### src/hw/gtm_pkg.sv
`default_nettype none
package gtm_pkg;
  // ----------------------------------------
  // configuration and mode encodings
  // ----------------------------------------
  localparam logic [2:0] GTM_CFG_16BIT = 3'h4;
  localparam logic [1:0] GTM_MODE_ONESHOT = 2'h1;
  localparam logic [1:0] GTM_MODE_PERIODIC = 2'h2;
  localparam logic [1:0] GTM_MODE_CAPTURE = 2'h3;
  // event select field
  localparam logic [1:0] GTM_EVT_RISE = 2'h0;
  localparam logic [1:0] GTM_EVT_FALL = 2'h1;
  localparam logic [1:0] GTM_EVT_BOTH = 2'h3;
  // ----------------------------------------
  // reset values
  // ----------------------------------------
  localparam logic [15:0] GTM_LOAD_RST = 16'hFFFF;
  localparam logic [7:0] GTM_PRE_RST = 8'h00;
  localparam logic [15:0] GTM_ZERO = 16'h0000;
  // ----------------------------------------
  // operating kinds derived from mode bits
  // ----------------------------------------
  typedef enum logic [2:0] {
    GTM_K_IDLE,
    GTM_K_ONESHOT,
    GTM_K_PERIODIC,
    GTM_K_ECOUNT,
    GTM_K_ETIME,
    GTM_K_PWM
  } gtm_kind_t;
endpackage : gtm_pkg
`default_nettype wire

### src/hw/gtm_sync.sv
`default_nettype none
module gtm_sync
  import gtm_pkg::*;
(
  // clock and reset
  input wire logic ref_clk,
  input wire logic rst,
  // asynchronous level in, synchronous level out
  input wire logic async_in,
  output logic sync_out
);
  typedef struct packed {
    logic meta;
    logic sync;
  } gtm_sync_t;
  gtm_sync_t st_ff;
  gtm_sync_t nxt_st;

  // first stage feeds only the second
  always_comb begin
    nxt_st.meta = async_in;
    nxt_st.sync = st_ff.meta;
  end

  always_ff @(posedge ref_clk or posedge rst) begin
    if (rst) begin
      st_ff <= '0;
    end else begin
      st_ff <= nxt_st;
    end
  end

  assign sync_out = st_ff.sync;
endmodule : gtm_sync
`default_nettype wire

### src/hw/gtm_half.sv
// What this block does
// - sixteen-bit operation only when configuration is 4
// - one half design, instantiated for A and B
// - down counter, optional prescaler, 24-bit range
// - count from preload, reload after zero
// - one-shot clears enable, periodic keeps running
// - timeout sets sticky raw, masked flag, interrupt
// - trigger pulse on timeout when enabled
// - new load value adopted next cycle
// - freeze during debug halt when stall set
// - prescale p gives p+1 clocks per step
// - prescaler bypassed in capture and pwm
// - capture bit zero selects counting chosen edges
// - each edge decrements, match sets flag
// - after match reload, disable, ignore edges
// - capture bit one selects edge timing
// - edge copies count to capture, sets flag
// - timing counter runs on, reloads at zero
// - pwm when alternate 1, capture 0, mode 2
// - pwm reloads after zero, no flags
// - pwm sets at load, clears at match
// - output level bit inverts pwm
// - mode 1 one-shot, mode 2 periodic
// - mode 3 selects capture operation
// - counter and load reset to ffff, prescale 0
// - writing one to clear bit clears flag
`default_nettype none
module gtm_half
  import gtm_pkg::*;
(
  // clock and reset
  input wire logic ref_clk,
  input wire logic rst,
  // configuration
  input wire logic [2:0] timer_configuration_reg,
  input wire logic [1:0] half_timer_mode_field,
  input wire logic capture_mode_bit,
  input wire logic alternate_mode_select_bit,
  input wire logic [1:0] event_select,
  input wire logic output_trigger_enable_bit,
  input wire logic debug_stall_bit,
  input wire logic pwm_output_level_bit,
  input wire logic debug_halted,
  // enable control: set pulse from software, level mirrors hardware clear
  input wire logic enable_set,
  input wire logic enable_clr,
  // load values, write strobes
  input wire logic [15:0] load_wdata,
  input wire logic load_we,
  input wire logic [7:0] prescale_wdata,
  input wire logic prescale_we,
  input wire logic [15:0] half_match_reg,
  // interrupt mask and clear (timeout, match, event)
  input wire logic [2:0] interrupt_mask_reg,
  input wire logic [2:0] interrupt_clear_reg,
  // capture/compare pin
  input wire logic capture_compare_pin_in,
  output logic capture_compare_pin_out,
  output logic capture_compare_pin_oe,
  // status
  output logic half_enable_bit,
  output logic [15:0] half_count_capture_reg,
  output logic [15:0] counter_value,
  output logic [15:0] half_interval_load_reg,
  output logic [7:0] half_prescale_reg,
  output logic [2:0] raw_interrupt_status_reg,
  output logic [2:0] masked_interrupt_status_reg,
  output logic interrupt_out,
  output logic adc_trigger
);
  // ----------------------------------------
  // state
  // ----------------------------------------
  typedef struct packed {
    logic en;
    logic [15:0] cnt;
    logic [7:0] pcnt;
    logic [15:0] load;
    logic [7:0] pre;
    logic [15:0] cap;
    logic [2:0] raw;
    logic [2:0] mis;
    logic irq;
    logic trig;
    logic pin_prev;
    logic pwm;
    logic pwm_out;
    logic pwm_oe;
  } gtm_half_t;
  gtm_half_t st_ff;
  gtm_half_t nxt_st;

  logic pin_sync;
  gtm_kind_t kind;
  logic edge_hit;
  logic run;
  logic step;

  // pin synchroniser
  gtm_sync u_sync (
    .ref_clk(ref_clk),
    .rst(rst),
    .async_in(capture_compare_pin_in),
    .sync_out(pin_sync)
  );

  // ----------------------------------------
  // mode decode
  // ----------------------------------------
  function automatic gtm_kind_t decode_kind(input logic [2:0] cfg, input logic [1:0] mode,
                                            input logic cmr, input logic ams);
    gtm_kind_t k;
    k = GTM_K_IDLE;
    if (cfg == GTM_CFG_16BIT) begin
      if (ams && !cmr && mode == GTM_MODE_PERIODIC) begin
        k = GTM_K_PWM;
      end else if (mode == GTM_MODE_ONESHOT) begin
        k = GTM_K_ONESHOT;
      end else if (mode == GTM_MODE_PERIODIC) begin
        k = GTM_K_PERIODIC;
      end else if (mode == GTM_MODE_CAPTURE) begin
        k = cmr ? GTM_K_ETIME : GTM_K_ECOUNT;
      end
    end
    return k;
  endfunction : decode_kind

  // selected edge on the synchronised pin
  function automatic logic edge_match(input logic [1:0] sel, input logic prev, input logic cur);
    logic r;
    r = 1'b0;
    unique case (sel)
      GTM_EVT_RISE: r = !prev && cur;
      GTM_EVT_FALL: r = prev && !cur;
      GTM_EVT_BOTH: r = prev != cur;
      default: r = 1'b0;
    endcase
    return r;
  endfunction : edge_match

  assign kind = decode_kind(timer_configuration_reg, half_timer_mode_field,
                            capture_mode_bit, alternate_mode_select_bit);
  assign edge_hit = edge_match(event_select, st_ff.pin_prev, pin_sync);
  assign run = st_ff.en && !(debug_stall_bit && debug_halted);

  // ----------------------------------------
  // next state
  // ----------------------------------------
  always_comb begin
    nxt_st = st_ff;
    nxt_st.trig = 1'b0;
    nxt_st.pin_prev = pin_sync;
    step = 1'b0;
    // clears first, so hardware sets below win
    nxt_st.raw = st_ff.raw & ~interrupt_clear_reg;
    if (enable_set) begin
      nxt_st.en = 1'b1;
    end else if (enable_clr) begin
      nxt_st.en = 1'b0;
    end
    if (prescale_we) begin
      nxt_st.pre = prescale_wdata;
    end
    if (load_we) begin
      nxt_st.load = load_wdata;
      nxt_st.cnt = load_wdata;
      nxt_st.pcnt = (prescale_we) ? prescale_wdata : st_ff.pre;
    end else if (run) begin
      unique case (kind)
        GTM_K_ONESHOT, GTM_K_PERIODIC: begin
          // prescaler stretches each step to pre+1 clocks
          if (st_ff.pcnt == GTM_PRE_RST) begin
            step = 1'b1;
          end else begin
            nxt_st.pcnt = st_ff.pcnt - 8'h01;
          end
          if (step) begin
            if (st_ff.cnt == GTM_ZERO) begin
              nxt_st.cnt = st_ff.load;
              nxt_st.pcnt = st_ff.pre;
              nxt_st.raw[0] = 1'b1;
              nxt_st.trig = output_trigger_enable_bit;
              if (kind == GTM_K_ONESHOT) begin
                nxt_st.en = 1'b0;
              end
            end else begin
              nxt_st.cnt = st_ff.cnt - 16'h0001;
              nxt_st.pcnt = st_ff.pre;
            end
          end
        end
        GTM_K_ECOUNT: begin
          // no prescaler here
          if (st_ff.cnt == half_match_reg) begin
            nxt_st.raw[1] = 1'b1;
            nxt_st.cnt = st_ff.load;
            nxt_st.en = 1'b0;
          end else if (edge_hit) begin
            nxt_st.cnt = st_ff.cnt - 16'h0001;
          end
        end
        GTM_K_ETIME: begin
          if (edge_hit) begin
            nxt_st.cap = st_ff.cnt;
            nxt_st.raw[2] = 1'b1;
          end
          nxt_st.cnt = (st_ff.cnt == GTM_ZERO) ? st_ff.load : st_ff.cnt - 16'h0001;
        end
        GTM_K_PWM: begin
          nxt_st.cnt = (st_ff.cnt == GTM_ZERO) ? st_ff.load : st_ff.cnt - 16'h0001;
        end
        default: begin
        end
      endcase
    end
    // pwm waveform from the count value, no flags in this mode
    if (kind == GTM_K_PWM) begin
      if (st_ff.cnt == st_ff.load) begin
        nxt_st.pwm = 1'b1;
      end else if (st_ff.cnt == half_match_reg) begin
        nxt_st.pwm = 1'b0;
      end
      nxt_st.pwm_oe = st_ff.en;
    end else begin
      nxt_st.pwm = 1'b0;
      nxt_st.pwm_oe = 1'b0;
    end
    nxt_st.pwm_out = nxt_st.pwm ^ pwm_output_level_bit;
    nxt_st.mis = nxt_st.raw & interrupt_mask_reg;
    nxt_st.irq = |nxt_st.mis;
  end

  always_ff @(posedge ref_clk or posedge rst) begin
    if (rst) begin
      st_ff <= '0;
      st_ff.cnt <= GTM_LOAD_RST;
      st_ff.load <= GTM_LOAD_RST;
      st_ff.pre <= GTM_PRE_RST;
      st_ff.pcnt <= GTM_PRE_RST;
    end else begin
      st_ff <= nxt_st;
    end
  end

  // ----------------------------------------
  // outputs
  // ----------------------------------------
  assign half_enable_bit = st_ff.en;
  assign half_count_capture_reg = st_ff.cap;
  assign counter_value = st_ff.cnt;
  assign half_interval_load_reg = st_ff.load;
  assign half_prescale_reg = st_ff.pre;
  assign raw_interrupt_status_reg = st_ff.raw;
  assign masked_interrupt_status_reg = st_ff.mis;
  assign interrupt_out = st_ff.irq;
  assign adc_trigger = st_ff.trig;
  assign capture_compare_pin_out = st_ff.pwm_out;
  assign capture_compare_pin_oe = st_ff.pwm_oe;

  // ----------------------------------------
  // checks
  // ----------------------------------------
  a_reload_zero: assert property (@(posedge ref_clk) disable iff (rst)
    (run && !load_we && kind == GTM_K_PERIODIC && st_ff.cnt == GTM_ZERO
     && st_ff.pcnt == GTM_PRE_RST) |=> (st_ff.cnt == $past(st_ff.load)))
    else $error("counter did not reload after zero");
  a_oneshot_stop: assert property (@(posedge ref_clk) disable iff (rst)
    (run && !load_we && !enable_set && kind == GTM_K_ONESHOT && st_ff.cnt == GTM_ZERO
     && st_ff.pcnt == GTM_PRE_RST) |=> !st_ff.en)
    else $error("one-shot kept its enable");
  a_timeout_flag: assert property (@(posedge ref_clk) disable iff (rst)
    (run && !load_we && (kind == GTM_K_ONESHOT || kind == GTM_K_PERIODIC)
     && st_ff.cnt == GTM_ZERO && st_ff.pcnt == GTM_PRE_RST) |=> st_ff.raw[0])
    else $error("timeout flag not set");
  a_trig_gate: assert property (@(posedge ref_clk) disable iff (rst)
    st_ff.trig |-> $past(output_trigger_enable_bit))
    else $error("trigger without enable");
  a_load_adopt: assert property (@(posedge ref_clk) disable iff (rst)
    load_we |=> (st_ff.cnt == $past(load_wdata)))
    else $error("load value not adopted");
  a_stall_hold: assert property (@(posedge ref_clk) disable iff (rst)
    (debug_stall_bit && debug_halted && !load_we) |=> $stable(st_ff.cnt))
    else $error("counter moved while stalled");
  a_prescale_step: assert property (@(posedge ref_clk) disable iff (rst)
    (run && !load_we && kind == GTM_K_PERIODIC && st_ff.pcnt != GTM_PRE_RST)
    |=> $stable(st_ff.cnt))
    else $error("counter stepped before prescale ran out");
  a_ecount_stop: assert property (@(posedge ref_clk) disable iff (rst)
    (run && !load_we && !enable_set && kind == GTM_K_ECOUNT && st_ff.cnt == half_match_reg)
    |=> (!st_ff.en && st_ff.raw[1]))
    else $error("edge count did not stop on match");
  a_capture_copy: assert property (@(posedge ref_clk) disable iff (rst)
    (run && !load_we && kind == GTM_K_ETIME && edge_hit) |=> (st_ff.cap == $past(st_ff.cnt)))
    else $error("capture register missed the count");
endmodule : gtm_half
`default_nettype wire

### config.mk
export PLATFORM = sky130hd
export DESIGN_NAME = gtm_half
export DESIGN_NICKNAME = d
export VERILOG_FILES = /design/src/hw/gtm_pkg.sv /design/src/hw/gtm_sync.sv /design/src/hw/gtm_half.sv
export SDC_FILE = /design/constraint.sdc
export NUM_CORES = 1
export LEC_CHECK = 0
export BUFFER_PORTS_ARGS = -buffer_cell sky130_fd_sc_hd__buf_4
export CAP_MARGIN = 30
export CORE_MARGIN = 2
export CORE_UTILIZATION = 53
export CTS_CLUSTER_DIAMETER = 100
export CTS_CLUSTER_SIZE = 20
export DETAILED_ROUTE_END_ITERATION = 10
export GPL_TIMING_DRIVEN = 1
export HOLD_SLACK_MARGIN = 0.05
export PLACE_DENSITY = 0.82
export SYNTH_ARGS = -nofsm -noshare
export SYNTH_HDL_FRONTEND = slang
export SYNTH_SLANG_ARGS = --single-unit
### constraint.sdc
create_clock -name ref_clk -period 4 [get_ports ref_clk]
set_input_delay 0.6 -clock ref_clk [delete_from_list [all_inputs] [get_ports ref_clk]]
set_output_delay 0.6 -clock ref_clk [all_outputs]
set_load 0.01 [all_outputs]
==> results of run 1 <==
## critical path, delay by kind of cell, from the launching register on
family           cells  cell delay [ps]
AND/OR/NAND/NOR      4             2050
flip-flops           1              430
AO/OA/AOI/OAI        2              380
multiplexers         1              290
## area by class of cell
class | count | area share
clock buffers | 12 | 0.02692
clock inverters | 4 | 0.01324
inverters | 25 | 0.01650
multi-input cells | 319 | 0.3908
flip-flops and latches | 79 | 0.3500
well taps | 111 | 0.02410
repair buffers | 137 | 0.1785
## cells in the final DEF (no fill, tap or decap), types with 3 or more instances in the layout
cell type and instances:
or3_1 4, o21ai_1 12, a22o_1 3, nand3_1 4
a211oi_1 9, dfstp_2 32, xor2_1 21, and2_1 12
a21o_1 15, o22a_1 5, and3_1 3, clkbuf_8 11
xnor2_1 24, buf_4 137, nand4_1 5, inv_1 24
nand2_1 29, dfrtp_1 47, nor4_1 8, o22ai_1 5
a21oi_1 15, ha_1 4, o211ai_1 3, a221o_1 10
mux2_2 28, o21ai_0 15, nor3_1 9, nor2b_1 3
nor2_1 33, o31ai_1 4
## cells in the mapped netlist, drive strengths merged, types with 8 or more instances
cell type and count:
nor4 8, a21o 15, buf 70, and2 13
xor2 21, inv 25, dfstp 32, mux2 28
nand2 29, clkbuf 24, nor2 33, a211oi 9
nor3 9, xnor2 24, o21ai 27, dfrtp 47
a221o 10, a21oi 15
## power breakdown
part	internal, mW	switching (mW)	leakage, nW
clock network	0.388	0.302	0.113
logic	0.212	0.187	1.63
registers	0.881	0.0951	0.939
## worst paths after layout
kind                       slack (ps)                         to                    from  cells past startpoint
setup / recovery                  770           counter_value[0]        counter_value[9]                      7
hold / removal                    350           u_sync.nxt_st[0]  capture_compare_pin_in                      1
setup reg to reg                  770           counter_value[0]        counter_value[9]                      7
hold reg to reg                   360            u_sync.sync_out        u_sync.nxt_st[0]                      0
max in group asynchronous        2630           counter_value[2]                     rst                      3
min in group asynchronous         380  half_count_capture_reg[4]                     rst                      2
## logic make-up after synthesis
logic type | after synthesis | share of synthesized area
AND/OR/NAND/NOR | 126 | 0.1322
buffers and inverters | 119 | 0.1410
AO/OA/AOI/OAI | 114 | 0.1642
flip-flops | 79 | 0.4058
XOR/XNOR | 45 | 0.07931
multiplexers | 30 | 0.06747
adder cells (fa/ha/maj) | 4 | 0.01007
## routing by layer
layer / up-vias / global-route usage
li1: 1844 / -
met1: 1958 / 0.3363
met2: 153 / 0.4308
met3: 20 / 0.05548
met4: 0 / 0.08219
met5: - / 0
==> flow_summary.toml, run 1 <==
[floorplanning]
chipWidth_um = 100.8
ios = 133
fp.dieH_um = 100.8
die_area_um2 = 10170
fp-row-count = 35
core_um2 = 9153
start_util = 0.5430

[detailed_routing]
drc = 0
top_layer_used = "met4"
drtIter0Drc = 230
drt-met1-wl_mm = 5.421
postRouteAntennaNets = 0
dr.pass1.iters = 5
dr_total_vias = 3975
vias_per_cell = 5.786
dr_wl_met2_mm = 6.174
route.met3.wl_um = 789
wirelength_mm = 12.60
routedWlPerCell_um = 18.33

[worst_setup_path]
path_cells = "or4_4 -> or4_4 -> or4b_4 -> a22oi_4 -> and2_1 -> o311ai_0 -> mux2_2"
start_kind = "register"
path_class = "register to register"
worst-path-max-fanout = 12
required_ps = 4290
endpoint_kind = "register"
cpMostUsedCell = "or4_4"
critPathArrivalTime_ps = 3520
cp_slowest_cell = "or4b_4"
crit_path_max_incr_delay_ps = 650

[flow_run]
max-cap-violations = 0

[sta]
rsz0062_at_grt = "false"
finClkSkew_ps = 8.219
finalSetupTns_ps = 0
final_max_slew_viol_count = 0
worst_pin_slew_ps = 869.2
setup_violations = 0
period_share = 0.8065
worst_slack_ps = 774.1
relSlewSlack = 0.4205
period_needed_ps = 3226
finalHoldViolCount = 0
fmax_ghz = 0.3100
hold_slack_ps = 346.4

[place]
dp_hpwl_mm = 9.249
dp_cells = 671
placed_cell_area_um2 = 5532
io_buffers = 132
place_ws_ps = 784.8
gp_congestion = 0.9078

[synthesis]
synth_nets = 587
netlist_instances = 517
ys_seq_area_frac = 0.4058
synth.largest_area_cell = "dfrtp_1"
ys_ff_latch = 79
async_flop_share = 1.000
syn_area_per_cell_um2 = 9.613
synth_edf_count = 0
synth_top_area_frac = 0.2367
yosys_warnings = 0
synth_cell_types = 60
synth_area_leaders = "dfrtp_1, dfstp_2, buf_4, mux2_2, xnor2_1"
synthFlopType = "dfrtp_1"
syn_area_um2 = 4970

[final_layout]
post-route-util = 0.6297
nets = 641
layoutNonFillerInstCount = 687
regArea_um2 = 2017
fill_cells = 772
design_area_um2 = 5763
multiInputGateArea_um2 = 2252
areaGrowthSynthToFinish_pct = 15.96
drive_gt1_frac = 0.3872
n_antenna_cell = 0

[pwr]
cellLeakagePower_nw = 2.686
p_per_area_nw_per_um2 = 358.2
power_mw = 2.065
vdd_drop_max_mv = 0.1939

[worst_hold_path]
hold_class = "primary input to register"

[global_routing]
grt.overflow.total = 0
grt_pass1_wl_mm = 20.18
antenna_found_initial = 0
grt_max_degree = 49
grt_pass1_vias = 3936
grt_usage = 0.2584

[clock_network]
clockBufferDepth = 2
cts_setup_buffers = 0
numCtsBuffers = 9
cts_hold_buf = 0
path_clk_slew_ps = 80
insertion_delay_ps = 360
root_buffer = "clkbuf_8"
cts_resized = 0
cts.sinks = 79
h-tree-depth = 3
cts_tree = "built"

[status]
outcome = "completed"
No activity file was read; power rests on OpenSTA's default activity.
==> run 2: changes to the inputs <==
==> constraint.sdc (replaced) <==
create_clock -name ref_clk -period 3.4 [get_ports ref_clk]
set_input_delay 0.51 -clock ref_clk [delete_from_list [all_inputs] [get_ports ref_clk]]
set_output_delay 0.51 -clock ref_clk [all_outputs]
set_load 0.01 [all_outputs]
==> flow_summary.toml, run 2 (synthesized netlist as in run 1, its figures left out) <==
[final_layout]
nets = 648
n_antenna_cell = 0
layout_common_cells = "buf_4, dfrtp_1, nor2_1, dfstp_2, nand2_1"
layoutNonFillerInstCount = 694
areaGrowthSynthToFinish_pct = 16.44
final_common_cell = "buf_4"
drive_gt1_frac = 0.3928

[sta]
finalHoldViolCount = 0
period_share = 0.9533
period_needed_ps = 3241
final_max_slew_viol_count = 0
worst_pin_slew_ps = 809.5
rsz0062_at_grt = "false"
finClkSkew_ps = 13.49
setup_violations = 0
fmax_ghz = 0.3085
relSlewSlack = 0.4527
finalSetupTns_ps = 0

[worst_setup_path]
path_class = "register to register"
endpoint_kind = "register"
r2r_end = "counter_value[7]"
critPathLaunch = "counter_value[0]"
start_kind = "register"
required_ps = 3690
worst-path-max-fanout = 12
rrSetupSlack_ps = 160
critPathArrivalTime_ps = 3530
worstReg2RegStart = "counter_value[0]"
reg2reg_depth = 9
critPathCapture = "counter_value[7]"

[floorplanning]
fp.dieH_um = 100.8
chipWidth_um = 100.8
die_area_um2 = 10170
start_util = 0.5430
ios = 133
core_um2 = 9153
fp-row-count = 35

[detailed_routing]
top_layer_used = "met4"
drc = 0
routedWlPerCell_um = 18.60
drtIter0Drc = 158
dr_total_vias = 3938
drt-met1-wl_mm = 5.313
wirelength_mm = 12.91
route.met3.wl_um = 989
vias_per_cell = 5.674
dr.pass1.iters = 4
postRouteAntennaNets = 0
dr_wl_met2_mm = 6.398

[clock_network]
insertion_delay_ps = 370
clockBufferDepth = 2
numCtsBuffers = 9
cts_hold_buf = 0
cts_tree = "built"
cts.sinks = 79
h-tree-depth = 3
root_buffer = "clkbuf_8"
cts_resized = 0
path_clk_slew_ps = 90
cts_setup_buffers = 0

[place]
gp_congestion = 0.9343
dp_hpwl_mm = 9.409
io_buffers = 132
dp_cells = 678

[worst_hold_path]
hold_class = "primary input to asynchronous set/reset pin"

[global_routing]
grt_max_degree = 80
grt_usage = 0.2647
grt.overflow.total = 0
grt_pass1_wl_mm = 20.77
antenna_found_initial = 0
grt_pass1_vias = 4084

[pwr]
vdd_drop_max_mv = 0.2413
cellLeakagePower_nw = 2.699
p_per_area_nw_per_um2 = 401.7

[status]
outcome = "completed"

[flow_run]
max-cap-violations = 0
## run 2: worst min-delay path by stage
stage | startpoint | end | cells past startpoint
final | rst | half_count_capture_reg[5] | 3
after global routing | capture_compare_pin_in | u_sync.nxt_st[0] | 1
after CTS | capture_compare_pin_in | u_sync.nxt_st[0] | 1
after detailed placement | u_sync.nxt_st[0] | u_sync.sync_out | 0
after global placement | u_sync.nxt_st[0] | u_sync.sync_out | 0
after floorplan | u_sync.nxt_st[0] | u_sync.sync_out | 0
## run 2: metal layers
metal | global-route usage | vias to the layer above
li1 | - | 1854
met1 | 0.3447 | 1892
met2 | 0.4462 | 172
met3 | 0.05270 | 20
met4 | 0.08008 | 0
met5 | 0 | -
## run 2: layout make-up
cell class	count	area, um2
Clock inverter	5	58.81
Clock buffer	11	131.4
Timing Repair Buffer	144	1094
Multi-Input combinational cell	319	2252
Sequential cell	79	2017
Inverter	25	95.09
Fill cell	759	3366
Tap cell	111	138.9
## run 2: power breakdown
| group | leakage, nW | internal [mW] | switching [mW] |
|---|---|---|---|
| registers | 0.939 | 1.04 | 0.106 |
| clock network | 0.0895 | 0.340 | 0.359 |
| logic | 1.67 | 0.256 | 0.228 |
## run 2: critical path, cell delays in order (launching register included)
cell and delay [ps]:
dfstp_2 430, inv_1 70, ha_1 180, or3b_2 540, nor2_1 210, or4b_4 610, a22oi_4 210, and2_1 430
o21ai_1 130, a221o_1 340
## run 2: stage by stage
stage	hold WS (ps)	worst slack [ps]	util	cell area, um2	total power [mW]
3_5_place_dp	347.0	176.4	0.6115	5597	1.643
6_report	204.3	158.9	0.6323	5787	2.325
5_1_grt	242.9	12.46	0.6323	5787	2.429
3_3_place_gp	335.4	230.9	0.6115	5597	1.628
2_1_floorplan	331.2	532.3	-	4970	1.475
4_1_cts	243.4	162.8	0.6323	5787	2.344
==> run 3: changes to the inputs <==
==> constraint.sdc (replaced) <==
create_clock -name ref_clk -period 3.4 [get_ports ref_clk]
set_input_delay 0.17 -clock ref_clk [delete_from_list [all_inputs] [get_ports ref_clk]]
set_output_delay 0.17 -clock ref_clk [all_outputs]
set_load 0.01 [all_outputs]
==> flow_summary.toml, run 3 (synthesized netlist as in run 1, its figures left out) <==
[place]
gp_congestion = 0.9352
placed_cell_area_um2 = 5584
place_ws_ps = 154.7
io_buffers = 132
dp_hpwl_mm = 9.653
dp_cells = 678

[detailed_routing]
vias_per_cell = 5.709
postRouteAntennaNets = 0
dr.pass1.iters = 4
dr_total_vias = 4036
wirelength_mm = 13.25
drtIter0Drc = 162
routedWlPerCell_um = 18.75
drc = 0

[final_layout]
layoutNonFillerInstCount = 707
fill_cells = 771
nets = 661
regArea_um2 = 2017
design_area_um2 = 5904
drive_gt1_frac = 0.3842
n_antenna_cell = 0
areaGrowthSynthToFinish_pct = 18.81
multiInputGateArea_um2 = 2258
layout_common_cells = "buf_4, dfrtp_1, nor2_1, dfstp_2, nand2_1"
final_common_cell = "buf_4"

[global_routing]
grt_max_degree = 45
grt_pass1_wl_mm = 21.11
grt_pass1_vias = 4109
antenna_found_initial = 0
grt.overflow.total = 0
grt_usage = 0.2724

[sta]
finalSetupTns_ps = 0
finalHoldViolCount = 0
finClkSkew_ps = 6.787
fmax_ghz = 0.3081
final_max_slew_viol_count = 0
relSlewSlack = 0.4894
period_needed_ps = 3245
rsz0062_at_grt = "false"
worst_pin_slew_ps = 765.0
setup_violations = 0
worst_slack_ps = 154.7
hold_slack_ps = 62.00
period_share = 0.9545

[floorplanning]
chipWidth_um = 100.8
core_um2 = 9153
die_area_um2 = 10170
ios = 133
fp.dieH_um = 100.8
fp-row-count = 35
start_util = 0.5430

[worst_setup_path]
start_kind = "register"
path_cells = "or4_4 -> or4_4 -> or4b_4 -> a22oi_4 -> and2_1 -> o21ai_1 -> a221o_1"
cpMostUsedCell = "or4_4"
required_ps = 3690
worst-path-max-fanout = 12
cp_num_buf_inv = 0
endpoint_kind = "register"
critPathArrivalTime_ps = 3530
cp_slowest_cell = "or4b_4"
path_class = "register to register"
crit_family = "simple AND/OR/NAND/NOR gates"
crit_path_max_incr_delay_ps = 650

[clock_network]
h-tree-depth = 3
cts_setup_buffers = 0
root_buffer = "clkbuf_8"
cts_tree = "built"
clockBufferDepth = 2
numCtsBuffers = 9
insertion_delay_ps = 360
cts.sinks = 79
path_clk_slew_ps = 80

[pwr]
cellLeakagePower_nw = 2.755
p_per_area_nw_per_um2 = 395.2
vdd_drop_max_mv = 0.2492

[flow_run]
max-cap-violations = 0

[status]
outcome = "completed"

[worst_hold_path]
hold_class = "primary input to register"
run 3: stage by stage:
stage,power (mW),util
after floorplan,1.475,-
after global routing,2.448,0.6451
final,2.333,0.6451
after CTS,2.347,0.6444
after global placement,1.628,0.6101
after detailed placement,1.644,0.6101
run 3: repair_timing:
action	CTS	global route
gates resized for setup	0	1
hold buffers	13	0
endpoints found under the setup margin	0	9
hold endpoints to repair	41	0
run 3: final cells by class:
type / instances / share of cell area
multi-input cells: 319 / 0.3825
flip-flops and latches: 79 / 0.3416
repair buffers: 157 / 0.2051
well taps: 111 / 0.02352
clock buffers: 12 / 0.02289
inverters: 25 / 0.01611
clock inverters: 4 / 0.008264
run 3: worst paths after layout:
| check | to | cells after the start | slack, ps | start |
|---|---|---|---|---|
| setup / recovery | counter_value[3] | 7 | 150 | counter_value[9] |
| hold / removal | half_prescale_reg[3] | 2 | 60 | prescale_wdata[3] |
| setup reg to reg | counter_value[3] | 7 | 150 | counter_value[9] |
| hold reg to reg | u_sync.sync_out | 0 | 370 | u_sync.nxt_st[0] |
| max in group asynchronous | half_interval_load_reg[13] | 4 | 2110 | rst |
| min in group asynchronous | half_count_capture_reg[5] | 3 | 480 | rst |
run 3: metal layers:
layer	share of wire	GRT usage
met1	0.42	0.3495
met2	0.49	0.4579
met3	0.061	0.04716
met4	0.021	0.1085
met5	0	0
run 3: worst reg2reg max path: cells and delay by family (launching register included):
kind / cells / cell delay [ps]
AOI/OAI and AO/OA: 3 / 680
DFF: 1 / 420
and+or+nand+nor: 4 / 2080
run 3: power by group:
| part | internal, mW | total (mW) | switching (mW) |
|---|---|---|---|
| clock | 0.339 | 0.691 | 0.352 |
| combinational | 0.265 | 0.500 | 0.235 |
| sequential | 1.04 | 1.14 | 0.106 |
